File: config.mk
export PLATFORM = sky130hd
export DESIGN_NAME = dcsw_top
export DESIGN_NICKNAME = d
export VERILOG_FILES = /design/src/dcsw_pkg.sv /design/src/dcsw_top.sv
export VERILOG_INCLUDE_DIRS = /design/src
export SDC_FILE = /design/constraint.sdc
export NUM_CORES = 1
export LEC_CHECK = 0
export ABC_AREA = 1
export BUFFER_PORTS_ARGS = -buffer_cell sky130_fd_sc_hd__buf_2
export CELL_PAD_IN_SITES_DETAIL_PLACEMENT = 1
export CELL_PAD_IN_SITES_GLOBAL_PLACEMENT = 1
export CORE_UTILIZATION = 31
export CTS_BUF_LIST = sky130_fd_sc_hd__clkbuf_8
export CTS_CLUSTER_SIZE = 24
export DETAILED_ROUTE_END_ITERATION = 8
export GPL_ROUTABILITY_DRIVEN = 0
export PLACE_DENSITY = 0.87
export SKIP_CTS_REPAIR_TIMING = 1
export SLEW_MARGIN = 40
export SYNTH_ARGS = -nofsm -noshare
export SYNTH_HDL_FRONTEND = slang
export SYNTH_SLANG_ARGS = --single-unit
File: constraint.sdc
create_clock -name core_clk -period 4.1 [get_ports core_clk]
set_input_delay 1.025 -clock core_clk [delete_from_list [all_inputs] [get_ports core_clk]]
set_output_delay 1.025 -clock core_clk [all_outputs]
set_load 0.05 [all_outputs]
File: src/dcsw_params.svh
`ifndef DCSW_PARAMS_SVH
`define DCSW_PARAMS_SVH
`define DCSW_OFS_CMD_SOURCE   12'h000
`define DCSW_OFS_PROFILE      12'h004
`define DCSW_OFS_CMD_WORD     12'h008
`define DCSW_OFS_STATE_WORD   12'h00C
`define DCSW_OFS_PRE_RAMP_REF 12'h010
`define DCSW_OFS_EVENTS       12'h014
`define DCSW_OFS_OUTPUTS      12'h018
`define DCSW_CB_SWITCH_ON     0
`define DCSW_CB_VOLTAGE_N     1
`define DCSW_CB_QSTOP_N       2
`define DCSW_CB_ENABLE_OP     3
`define DCSW_CB_FAULT_RESET   7
`define DCSW_CB_HALT          8
`define DCSW_CB_IO_FWD        0
`define DCSW_CB_IO3_RUN_AUTH  0
`define DCSW_CB_IO3_FWD_EDGE  1
`define DCSW_SRC_RESET        3'h0
`define DCSW_PROFILE_RESET    2'h0
`define DCSW_CMD_RESET        16'h0000
`endif

File: src/dcsw_pkg.sv
package dcsw_pkg;
    typedef enum logic [2:0] {
        DCSW_SRC_TERMINAL         = 3'h0,
        DCSW_SRC_DISPLAY_TERMINAL = 3'h1,
        DCSW_SRC_MODBUS           = 3'h2,
        DCSW_SRC_CANOPEN          = 3'h3,
        DCSW_SRC_FIELDBUS         = 3'h4,
        DCSW_SRC_ONBOARD_ETHERNET = 3'h5
    } dcsw_src_e;

    typedef enum logic [1:0] {
        DCSW_PROF_STATE_MACHINE = 2'h0,
        DCSW_PROF_IO_2WIRE      = 2'h1,
        DCSW_PROF_IO_3WIRE      = 2'h2
    } dcsw_prof_e;

    typedef struct packed {
        logic ready_to_switch_on;
        logic switched_on;
        logic operation_enabled;
        logic fault;
        logic voltage_present;
        logic quick_stop;
        logic switch_on_disabled;
        logic warning;
        logic ref_reached;
        logic ref_out_of_limits;
        logic stop_key;
        logic reverse;
    } dcsw_status_s;

    typedef struct packed {
        logic       switch_on;
        logic       disable_voltage;
        logic       quick_stop;
        logic       enable_op;
        logic       fault_reset;
        logic       halt;
        logic       fwd_run;
        logic       run_auth;
        logic       fwd_start;
        logic [4:0] user_cmd;
    } dcsw_cmd_s;
endpackage : dcsw_pkg

File: src/dcsw_top.sv
// Decided for this implementation: the APB slave port and the register addresses.
`timescale 1ns/10ps
`include "dcsw_params.svh"
// Summary of operation
// - One command source selected at a time; terminal block after reset.
// - CANopen and fieldbus sources selectable only with their module present.
// - Outside I/O profile, command bit 0 high requests switch-on.
// - State machine profile: bit 1 low disables voltage.
// - State machine profile: bit 2 low requests quick stop.
// - State machine profile: bit 3 high enables operation.
// - State machine profile: fault reset only on rising edge of bit 7.
// - State machine profile: bit 8 high halts, staying operation enabled.
// - Bits 4-6, 9, 10 kept zero by master; bits 11-15 user commands.
// - I/O 2-wire: bit 0 high is forward run; bits 1-15 assignable.
// - I/O fixed bits act only while their source is active.
// - I/O 3-wire: bit 0 authorizes run, bit 1 rising edge starts forward.
// - Read-only signed pre-ramp reference, resets to 0 Hz.
// - State bits 0-2: ready to switch on, switched on, operation enabled.
// - State bit 3 is fault state.
// - State bit 4 is supply present; forced 1 on power-section-only supply.
// - State bit 5 quick stop, bit 6 switch-on disabled.
// - State bit 7 warning; bit 8 reads zero.
// - State bit 9: network command versus terminal block or display terminal.
// - State bit 10 reference reached, bit 11 reference outside limits.
// - State bit 14 stop key, bit 15 reverse direction.
// - Drive state encoded jointly by state bits 0,1,2,3,5,6.
module dcsw_top (
    input  wire logic                 core_clk,
    input  wire logic                 rst,
    input  wire logic                 psel,
    input  wire logic                 penable,
    input  wire logic                 pwrite,
    input  wire logic [11:0]          paddr,
    input  wire logic [31:0]          pwdata,
    output logic      [31:0]          prdata,
    output logic                      pready,
    output logic                      pslverr,
    input  wire logic                 canopen_present,
    input  wire logic                 fieldbus_present,
    input  wire logic                 power_section_only,
    input  wire logic [15:0]          terminal_cmd,
    input  wire logic [15:0]          display_terminal_cmd,
    input  wire logic [15:0]          modbus_cmd,
    input  wire logic [15:0]          canopen_cmd,
    input  wire logic [15:0]          fieldbus_cmd,
    input  wire logic [15:0]          ethernet_cmd,
    input  wire logic signed [15:0]   ref_applied,
    input  wire dcsw_pkg::dcsw_status_s drive_status,
    output dcsw_pkg::dcsw_cmd_s       drive_cmd,
    output logic [15:0]               drive_state_word,
    output logic signed [15:0]        pre_ramp_ref
);
    import dcsw_pkg::*;

    dcsw_src_e   cmd_source;
    dcsw_prof_e  profile;
    logic [15:0] command_word;
    logic [15:0] active_cmd;
    logic [15:0] prev_cmd;
    dcsw_src_e   prev_src;
    logic        fault_reset_seen;
    logic        fwd_start_seen;
    logic        source_changed;
    dcsw_cmd_s   next_drive_cmd;
    logic [15:0] next_state_word;

    wire wr_en = psel && penable && pwrite;
    wire rd_en = psel && penable && !pwrite;

    function automatic logic src_legal(input logic [2:0] s, input logic can_p,
                                       input logic fb_p);
        case (s)
            3'h0, 3'h1, 3'h2, 3'h5: src_legal = 1'b1;
            3'h3:                   src_legal = can_p;
            3'h4:                   src_legal = fb_p;
            default:                src_legal = 1'b0;
        endcase
    endfunction : src_legal

    function automatic logic is_net(input dcsw_src_e s);
        is_net = (s == DCSW_SRC_MODBUS) || (s == DCSW_SRC_CANOPEN) ||
                 (s == DCSW_SRC_FIELDBUS) || (s == DCSW_SRC_ONBOARD_ETHERNET);
    endfunction : is_net

    function automatic logic decode_hit(input logic [11:0] a, input logic [11:0] o);
        decode_hit = (a == o);
    endfunction : decode_hit

    always_ff @(posedge core_clk or posedge rst) begin
        if (rst) begin
            cmd_source <= dcsw_src_e'(`DCSW_SRC_RESET);
        end else if (wr_en && decode_hit(paddr, `DCSW_OFS_CMD_SOURCE) &&
                     src_legal(pwdata[2:0], canopen_present, fieldbus_present)) begin
            cmd_source <= dcsw_src_e'(pwdata[2:0]);
        end else if ((cmd_source == DCSW_SRC_CANOPEN && !canopen_present) ||
                     (cmd_source == DCSW_SRC_FIELDBUS && !fieldbus_present)) begin
            cmd_source <= dcsw_src_e'(`DCSW_SRC_RESET);
        end
    end

    always_ff @(posedge core_clk or posedge rst) begin
        if (rst) begin
            profile <= dcsw_prof_e'(`DCSW_PROFILE_RESET);
        end else if (wr_en && decode_hit(paddr, `DCSW_OFS_PROFILE) && pwdata[1:0] != 2'h3) begin
            profile <= dcsw_prof_e'(pwdata[1:0]);
        end
    end

    always_ff @(posedge core_clk or posedge rst) begin
        if (rst) begin
            command_word <= `DCSW_CMD_RESET;
        end else if (wr_en && decode_hit(paddr, `DCSW_OFS_CMD_WORD)) begin
            command_word <= pwdata[15:0];
        end
    end

    always_comb begin
        unique case (cmd_source)
            DCSW_SRC_TERMINAL:         active_cmd = terminal_cmd;
            DCSW_SRC_DISPLAY_TERMINAL: active_cmd = display_terminal_cmd;
            DCSW_SRC_MODBUS:           active_cmd = modbus_cmd | command_word;
            DCSW_SRC_CANOPEN:          active_cmd = canopen_cmd;
            DCSW_SRC_FIELDBUS:         active_cmd = fieldbus_cmd;
            DCSW_SRC_ONBOARD_ETHERNET: active_cmd = ethernet_cmd;
            default:                   active_cmd = 16'h0000;
        endcase
    end

    // Edge history restarts on a source change so a switch cannot fake an edge
    always_ff @(posedge core_clk or posedge rst) begin
        if (rst) begin
            prev_cmd <= 16'h0000;
            prev_src <= DCSW_SRC_TERMINAL;
        end else begin
            prev_cmd <= active_cmd;
            prev_src <= cmd_source;
        end
    end

    assign source_changed = (cmd_source != prev_src);

    assign fault_reset_seen = active_cmd[`DCSW_CB_FAULT_RESET] &&
                              !prev_cmd[`DCSW_CB_FAULT_RESET] && !source_changed;
    assign fwd_start_seen   = active_cmd[`DCSW_CB_IO3_FWD_EDGE] &&
                              !prev_cmd[`DCSW_CB_IO3_FWD_EDGE] && !source_changed;

    always_comb begin
        next_drive_cmd = '0;
        next_drive_cmd.user_cmd = active_cmd[15:11];
        unique case (profile)
            DCSW_PROF_STATE_MACHINE: begin
                next_drive_cmd.switch_on       = active_cmd[`DCSW_CB_SWITCH_ON];
                next_drive_cmd.disable_voltage = !active_cmd[`DCSW_CB_VOLTAGE_N];
                next_drive_cmd.quick_stop      = !active_cmd[`DCSW_CB_QSTOP_N];
                next_drive_cmd.enable_op       = active_cmd[`DCSW_CB_ENABLE_OP];
                next_drive_cmd.fault_reset     = fault_reset_seen;
                next_drive_cmd.halt            = active_cmd[`DCSW_CB_HALT];
            end
            DCSW_PROF_IO_2WIRE: begin
                next_drive_cmd.fwd_run = active_cmd[`DCSW_CB_IO_FWD];
            end
            DCSW_PROF_IO_3WIRE: begin
                next_drive_cmd.run_auth  = active_cmd[`DCSW_CB_IO3_RUN_AUTH];
                next_drive_cmd.fwd_start = fwd_start_seen &&
                                           active_cmd[`DCSW_CB_IO3_RUN_AUTH];
            end
            default: begin
                next_drive_cmd = '0;
            end
        endcase
    end

    always_comb begin
        next_state_word = 16'h0000;
        next_state_word[0]  = drive_status.ready_to_switch_on;
        next_state_word[1]  = drive_status.switched_on;
        next_state_word[2]  = drive_status.operation_enabled;
        next_state_word[3]  = drive_status.fault;
        next_state_word[4]  = drive_status.voltage_present || power_section_only;
        next_state_word[5]  = drive_status.quick_stop;
        next_state_word[6]  = drive_status.switch_on_disabled;
        next_state_word[7]  = drive_status.warning;
        next_state_word[9]  = is_net(cmd_source);
        next_state_word[10] = drive_status.ref_reached;
        next_state_word[11] = drive_status.ref_out_of_limits;
        next_state_word[14] = drive_status.stop_key;
        next_state_word[15] = drive_status.reverse;
    end

    always_ff @(posedge core_clk or posedge rst) begin
        if (rst) begin
            drive_cmd        <= '0;
            drive_state_word <= 16'h0000;
            pre_ramp_ref     <= 16'sh0000;
        end else begin
            drive_cmd        <= next_drive_cmd;
            drive_state_word <= next_state_word;
            pre_ramp_ref     <= ref_applied;
        end
    end

    always_ff @(posedge core_clk or posedge rst) begin
        if (rst) begin
            prdata  <= 32'h0000_0000;
            pready  <= 1'b0;
            pslverr <= 1'b0;
        end else begin
            pready  <= psel && !penable;
            pslverr <= 1'b0;
            prdata  <= 32'h0000_0000;
            if (psel && !penable) begin
                unique case (paddr)
                    `DCSW_OFS_CMD_SOURCE:   prdata <= {29'h0, cmd_source};
                    `DCSW_OFS_PROFILE:      prdata <= {30'h0, profile};
                    `DCSW_OFS_CMD_WORD:     prdata <= {16'h0, command_word};
                    `DCSW_OFS_STATE_WORD:   prdata <= {16'h0, drive_state_word};
                    `DCSW_OFS_PRE_RAMP_REF: prdata <= {{16{pre_ramp_ref[15]}}, pre_ramp_ref};
                    `DCSW_OFS_EVENTS:       prdata <= {16'h0, active_cmd};
                    `DCSW_OFS_OUTPUTS:      prdata <= {18'h0, drive_cmd};
                    default:                pslverr <= 1'b1;
                endcase
            end
        end
    end
endmodule : dcsw_top

* Word level (Yosys, flattened, before mapping)
Cells that the tools add are included.
** Operators by class
- Equality and inequality tests :: 20
- Mux-type cells :: 12
- Bitwise gates (word level) :: 1
- Reduce and logical (&&, ||, !) cells :: 36
** Operators by type and width (number)
- 32-bit case mux with 7 select lines :: 1
- 16-bit case mux with 6 select lines :: 1
- 12-bit by 5-bit equality test with 1-bit output (second input constant) :: 3
- 32-bit 2-to-1 mux :: 1
- 12-bit by 4-bit equality test with 1-bit output (second input constant) :: 2
- 16-bit OR :: 1
- 1-bit logical AND :: 15
- 12-bit by 3-bit equality test with 1-bit output (second input constant) :: 1
- 3-bit by 2-bit equality test with 1-bit output (second input constant) :: 4
- 3-bit equality test (second input constant) :: 4
- 12-bit logical NOT :: 1
- 1-bit logical NOT :: 8
- 7-bit OR reduction :: 1
- 3-bit by 1-bit equality test with 1-bit output (second input constant) :: 2
- 3-bit logical NOT :: 2
- 3-bit 2-to-1 mux :: 2
- 6-bit 2-to-1 mux :: 1
- 1-bit logical OR :: 5
- 5-bit 2-to-1 mux :: 1
- 4-bit OR reduction :: 1
- 1-bit 2-to-1 mux :: 3
- 3-bit != test :: 1
- 1-bit case mux with 3 select lines :: 1
- 3-bit OR reduction :: 1
- 6 further kinds :: 6
** Storage, ports and cells
- Register bits :: 109
- Input bits :: 176
- Output and inout port bits :: 80
- Word-level logic and storage cells :: 89

* Depth between registers and ports, before layout
Gate-level depths: netlist of run 1.
- Word-level depth :: 6
- Depth in mapped cells :: 11
- Depth with buffers taken out :: 10

* Worst setup path before layout of run 1
OpenSTA, ideal clock, no wires.
- Path kind :: register to output
- From :: reg prdata[30] (netlist name)
- To :: out prdata[17]
- Arrival time :: 1.134 ns
- Required time :: 3.075 ns
- Slack :: 1.941 ns
- Cell stages (with the launch flop) :: 2
- Path buffers :: 1
- Cell sequence :: dfrtp_1 > buf_4
** RTL lines
- end: declaration :: line dcsw_top.sv:35 : output logic [31:0] prdata,

* Final worst setup path of run 1
- From :: in paddr[11]
- To :: reg prdata[1]
** Between the ends
- Cells in the longest elaborated chain, start to end :: 3
- Elaborated cells on any way between the ends :: 9
- Classes of those cells :: eq/ne (6); mux (2); reduce/logical (1)
** RTL lines
- start: declaration :: line dcsw_top.sv:33 : input wire logic [11:0] paddr,
- 12-bit by 5-bit equality test with 1-bit output, or another cell as far along :: line dcsw_top.sv:212 : unique case (paddr)
- 32-bit case mux with 7 select lines (*) :: line dcsw_top.sv:212
- 32-bit 2-to-1 mux (*) :: line dcsw_top.sv:211 : if (psel && !penable) begin
- end signal: assignment :: line dcsw_top.sv:213 : `DCSW_OFS_CMD_SOURCE: prdata <= {29'h0, cmd_source};
- end signal: assignment :: line dcsw_top.sv:214 : `DCSW_OFS_PROFILE: prdata <= {30'h0, profile};
- end signal: assignment :: line dcsw_top.sv:215 : `DCSW_OFS_CMD_WORD: prdata <= {16'h0, command_word};
Mark *: on every way between the ends. The rest lies on a longest branch, timed or not.
A chain may end at the register's enable or synchronous reset.

==> flow_summary.toml, run 1 <==
[worst_setup_path]
path_class = "primary input to register"
critPathTopFamily = "simple AND/OR/NAND/NOR gates"
crit_slowest_cell = "nand2_1"
cp_max_fo = 15
cp.arrival_ps = 2920
path_cells = "buf_2, nor2_1, nand2_2, nor2_4, nand2_1, inv_1, o21ai_0, nand3_1, nand2_1, inv_1"
slowest_delay_ps = 550
crit_buf_inv = 3
end_kind = "register"
worst_setup_path_start_kind = "primary input"
crit_required_ps = 4420

[die]
rows = 44
coreArea_um2 = 14500
initial_core_util_pct = 31.7
fp.dieH_um = 124
die_w_um = 124
dieArea_um2 = 15300
pin_count = 256

[clock_network]
clock-sinks = 88
root_buffer = "clkbuf_8"
clockBufferDepth = 2
clk_pin_slew_ps = 80
cts_inserted_buffers = 9
worstSkewPairLatency_ps = 380
cts_tree = "yes"
htreeDepth = 3

[timing]
slew_headroom_pct = 52.4
fin_ws_ps = 1490
fin_crit_sh_pct = 63.6
finalSetupViolations = 0
fin_worst_skew_ps = 6.56
rsz0062_at_grt = "false"
fmax_ghz = 0.384
tightest_slew_ps = 712
fin_setup_tns_ps = 0
min_period_ps = 2610
finalHoldViolCount = 0
slew_violations = 0

[placed_design]
dp_cells = 992
dpl.hpwl_mm = 14.2
post-place-ws_ps = 1100
port_buffers = 236
place_area_um2 = 5770

[logic_synthesis]
synth-seq-cells = 88
ys_types = 27
async_reset_ff_share_pct = 100
synth_top_area_cell = "dfrtp_1"
synth_top_area_share_pct = 48.0
ys_seq_area_share_pct = 48.0
synth-edff-count = 0
yosysMostFrequentCell = "nand2_1"
avgSynthCellArea_um2 = 7.62
syn-cell-area_um2 = 4580
yosysWarnings = 0
synthTopCellsByArea = "dfrtp_1 48%, nand2_1 14%, nand3_1 10%"
netlist_instances = 602
synth_common_cells = "167 x nand2_1, 99 x nor2_1, 92 x nand3_1"
ys.flop_type = "dfrtp_1"

[detailed_routing]
via_per_inst = 4.87
drt_iter0_drc = 285
final_antenna_net_count = 0
route.met3.wl_mm = 1.29
post_drt_wl_per_cell_um = 18.7
wl_met2_mm = 9.03
first_pass_iters = 4
vias = 4910
dr.max_layer_used = "met4"
drt-met1-wl_mm = 8.14
drc = 0
detail_route.wirelength_mm = 18.9

[power]
pwr-share-comb_pct = 13.5
leakage_nw = 3.35
p_seq_share_pct = 49.0
p_sw_share_pct = 27.3
pwr-share-clk_pct = 37.5
p_int_mw = 1.34
pwr_density_cell_nw_per_um2 = 307
ir_worst_vdd_v = 0.000125
p_switching_mw = 0.503

[hold_path]
hold_class = "register to register"

[global_route]
antenna_found_initial = 2
grt.total_usage_pct = 25.0
grt_pass1_vias = 4963
grt_max_degree = 59
grt-ovfl-total = 0
grt_pass1_wl_mm = 27.5

[run_status]
status = "finished, final reports clean"

[run]
cap_violations = 0

[layout]
drive_gt1_share_pct = 35.2
finish.instance_area_um2 = 6000
layout.cells.non_filler = 1009
utilization_pct = 41.5
area_delta_synth_final_pct = 30.9
nets = 995
-- worst paths after layout --
path / start / endpoint / slack [ps] / cells past startpoint
worst min register to register: prev_cmd[7] / drive_cmd[9] / 430 / 1
worst min-delay path: prev_cmd[7] / drive_cmd[9] / 430 / 1
worst max register to register: cmd_source[2] / prdata[13] / 1940 / 9
max in group asynchronous: rst / drive_cmd[9] / 2700 / 3
worst max-delay path: paddr[11] / prdata[1] / 1490 / 10
min in group asynchronous: rst / pready / 700 / 2
-- sequential cells by signal, summed over array words and instances, names as in the netlist --
| register | flops |
|---|---|
| prev_cmd | 2 |
| pslverr | 1 |
| drive_state_word | 13 |
| profile | 2 |
| command_word | 16 |
| drive_cmd | 14 |
| prdata | 17 |
| pready | 1 |
| prev_src | 3 |
| cmd_source | 3 |
| pre_ramp_ref | 16 |
-- per-stage QoR --
step | power [mW] | hold slack [ps]
after floorplan | 1.05 | 386
after global placement | 1.17 | 391
after detailed placement | 1.17 | 407
after CTS | 1.86 | 425
after global routing | 1.92 | 473
final | 1.85 | 434
-- logic make-up (layout without fill, tap and decap cells) --
| logic type | after synthesis | after routing | synth area share, % |
|---|---|---|---|
| XOR/XNOR | 3 | 3 | 0.573 |
| AO/OA/AOI/OAI | 34 | 34 | 3.88 |
| buffers and inverters | 79 | 298 | 9.39 |
| other | 1 | 5 | 0.0818 |
| flip-flops | 88 | 88 | 48.0 |
| AND/OR/NAND/NOR | 397 | 397 | 38.0 |
-- cell usage in the layout, fill, tap and decap left out, types with 2 or more instances in the layout --
| cell | count |
|---|---|
| or2_2 | 3 |
| buf_2 | 236 |
| nor2_4 | 4 |
| xnor2_1 | 3 |
| buf_4 | 6 |
| a21oi_1 | 13 |
| bufinv_16 | 2 |
| nand3_2 | 2 |
| conb_1 | 3 |
| clkbuf_8 | 11 |
| o21ai_0 | 19 |
| nor2_1 | 99 |
| nand2_2 | 7 |
| nand2_1 | 167 |
| nand3_1 | 92 |
| inv_2 | 9 |
| dfrtp_1 | 88 |
| nor2_2 | 6 |
| inv_1 | 31 |
| nand4_1 | 12 |
| diode_2 | 2 |
| o2111ai_1 | 2 |
-- area by class of cell --
| type | count | area, um^2 |
|---|---|---|
| Fill cell | 1905 | 8480 |
| Sequential cell | 88 | 2200 |
| Multi-Input combinational cell | 437 | 1960 |
| Timing Repair Buffer | 242 | 1230 |
| Tap cell | 184 | 230 |
| Inverter | 41 | 159 |
| Clock buffer | 11 | 151 |
| Clock inverter | 4 | 68.8 |
| Antenna cell | 2 | 5.00 |
-- power by group through the flow --
stage,Sequential (mW),Combinational (mW),Clock [mW]
floorplan,0.991,0.0576,0
global placement,0.920,0.247,0
detailed placement,0.921,0.251,0
CTS,0.904,0.252,0.705
global route,0.906,0.271,0.743
finish,0.904,0.250,0.692
-- routing by layer --
| layer | vias up | GRT usage [%] |
|---|---|---|
| li1 | 2330 | - |
| met1 | 2374 | 32.3 |
| met2 | 182 | 41.1 |
| met3 | 24 | 4.58 |
| met4 | 0 | 10.0 |
| met5 | - | 0 |
No activity file was read; power rests on OpenSTA's default activity.
==> run 2: changes to the inputs <==
- clock period: 4.1 -> 2.55 ns (I/O delays scaled with it)
==> run 2 against run 1 <==
Critical endpoint is now prdata[8]. Non-clock buffer count grew 11. Largest cell class unchanged. Clock skew grew 9.3 ps. Highest routed layer is now met5. Critical path depth shrank 1. Critical path type is now register to register. First-iteration DRC count grew 2.1%. Total power grew 60%.
==> flow_summary.toml, run 2 (same netlist as run 1, synthesis figures left out) <==
[timing]
finalSetupViolations = 0
fin_setup_tns_ps = 0
min_period_ps = 1950
fin_ws_ps = 596
fin_worst_skew_ps = 15.9
slew_violations = 0
slew_headroom_pct = 54.8
rsz0062_at_grt = "false"
fmax_ghz = 0.512
fin_crit_sh_pct = 76.6
finalHoldViolCount = 0
tightest_slew_ps = 676

[clock_network]
clk_pin_slew_ps = 90
cts_inserted_buffers = 9
cts_tree = "yes"
root_buffer = "clkbuf_8"
htreeDepth = 3
worstSkewPairLatency_ps = 380
clock-sinks = 88
clockBufferDepth = 2

[worst_setup_path]
cp_max_fo = 14
path_class = "register to register"
crit_buf_inv = 1
crit_slowest_cell = "dfrtp_1"
end_kind = "register"
cp.arrival_ps = 2270
crit_top_cell = "nor2_1"
timing.rr.start = "cmd_source[0]"
slowest_delay_ps = 520
critPathTopFamily = "simple AND/OR/NAND/NOR gates"
path_cells = "nor2_2, nand2_2, inv_2, nand2_1, nand3_1, nor2_1, nor2_1, nor2_1, nor2_1"
critical_path.startpoint = "cmd_source[0]"
worst_setup_path_start_kind = "register"
crit_required_ps = 2860

[layout]
top_regs = "prdata: 17 flops, command_word: 16 flops, pre_ramp_ref: 16 flops"
max_flop_register = "prdata"
area_delta_synth_final_pct = 32.9
largest_reg_flops = 17
layout.cells.non_filler = 1022
final_common_cell = "buf_2"
nets = 1006
layout_common_cells = "236 x buf_2, 167 x nand2_1, 99 x nor2_1"
drive_gt1_share_pct = 36.0
finish.instance_area_um2 = 6090

[placed_design]
dp_cells = 1003
post-place-ws_ps = 312
place_area_um2 = 5870
port_buffers = 236
dpl.hpwl_mm = 14.6

[die]
dieArea_um2 = 15300
rows = 44
initial_core_util_pct = 31.7
fp.dieH_um = 124
pin_count = 256
die_w_um = 124
coreArea_um2 = 14500

[power]
pwr_density_cell_nw_per_um2 = 483
leakage_nw = 3.41
ir_worst_vdd_v = 0.000291

[detailed_routing]
post_drt_wl_per_cell_um = 18.6
final_antenna_net_count = 0
detail_route.wirelength_mm = 19.0
via_per_inst = 4.87
drt_iter0_drc = 291
drc = 0
first_pass_iters = 4
vias = 4981

[hold_path]
hold_class = "primary input to async pin"

[run_status]
status = "finished, final reports clean"

[global_route]
grt_max_degree = 36
grt.total_usage_pct = 25.1
grt_pass1_vias = 4953
grt_pass1_wl_mm = 27.6
antenna_found_initial = 5
grt-ovfl-total = 0

[run]
cap_violations = 0
-- run 2: changes by cell type in the layout (fill, tap and decap cells not counted) --
| cell | before | now |
|---|---|---|
| buf_4 | 6 | 16 |
| clkbuf_8 | 11 | 9 |
| clkinvlp_4 | 0 | 2 |
| buf_12 | 0 | 1 |
| clkinv_4 | 0 | 1 |
| diode_2 | 2 | 3 |
| inv_1 | 31 | 32 |
| inv_6 | 1 | 0 |
-- run 2: cell type report --
type / count / area, um^2
well taps: 184 / 230
fillers: 1874 / 8390
diodes: 3 / 7.51
multi-input cells: 437 / 1960
clock buffers: 9 / 124
clock inverters: 7 / 88.8
inverters: 41 / 158
repair buffers: 253 / 1320
flip-flops and latches: 88 / 2200
-- run 2: final timing paths --
kind	endpoint	slack (ps)	depth (start not counted)
setup reg to reg	prdata[8]	600	9
max in group asynchronous	prdata[8]	1560	3
setup / recovery	prdata[8]	600	9
hold reg to reg	drive_cmd[9]	410	1
hold / removal	pready	340	2
min in group core_clk	pre_ramp_ref[4]	350	1
-- run 2: per-layer routing --
metal,GRT usage [%],part of all wire (%),routed length [um],vias to the layer above
met5,0,0.12,23,-
met3,6.27,8.6,1650,36
met4,9.79,2.8,524,4
li1,-,-,-,2361
met1,31.7,41,7870,2378
met2,41.1,47,8970,202
-- run 2: worst register-to-register path, cell delays in order (launching register included) --
cell     delay, ps
dfrtp_1        520
nor2_2         280
nand2_2        120
inv_2          350
nand2_1        100
nand3_1        200
nor2_1          90
nor2_1          90
nor2_1          50
nor2_1          80
-- run 2: through the flow --
stage | power, mW | utilization, % | hold WS (ps)
floorplan | 1.69 | - | 386
global placement | 1.88 | 40.5 | 389
detailed placement | 1.89 | 40.5 | 397
CTS | 2.96 | 42.0 | 348
global route | 3.04 | 42.0 | 350
finish | 2.94 | 42.1 | 338
-- run 2: power breakdown --
part	switching, mW	internal [mW]
Clock	0.536	0.545
Combinational	0.272	0.138
Sequential	0.0235	1.43
Total	0.831	2.11
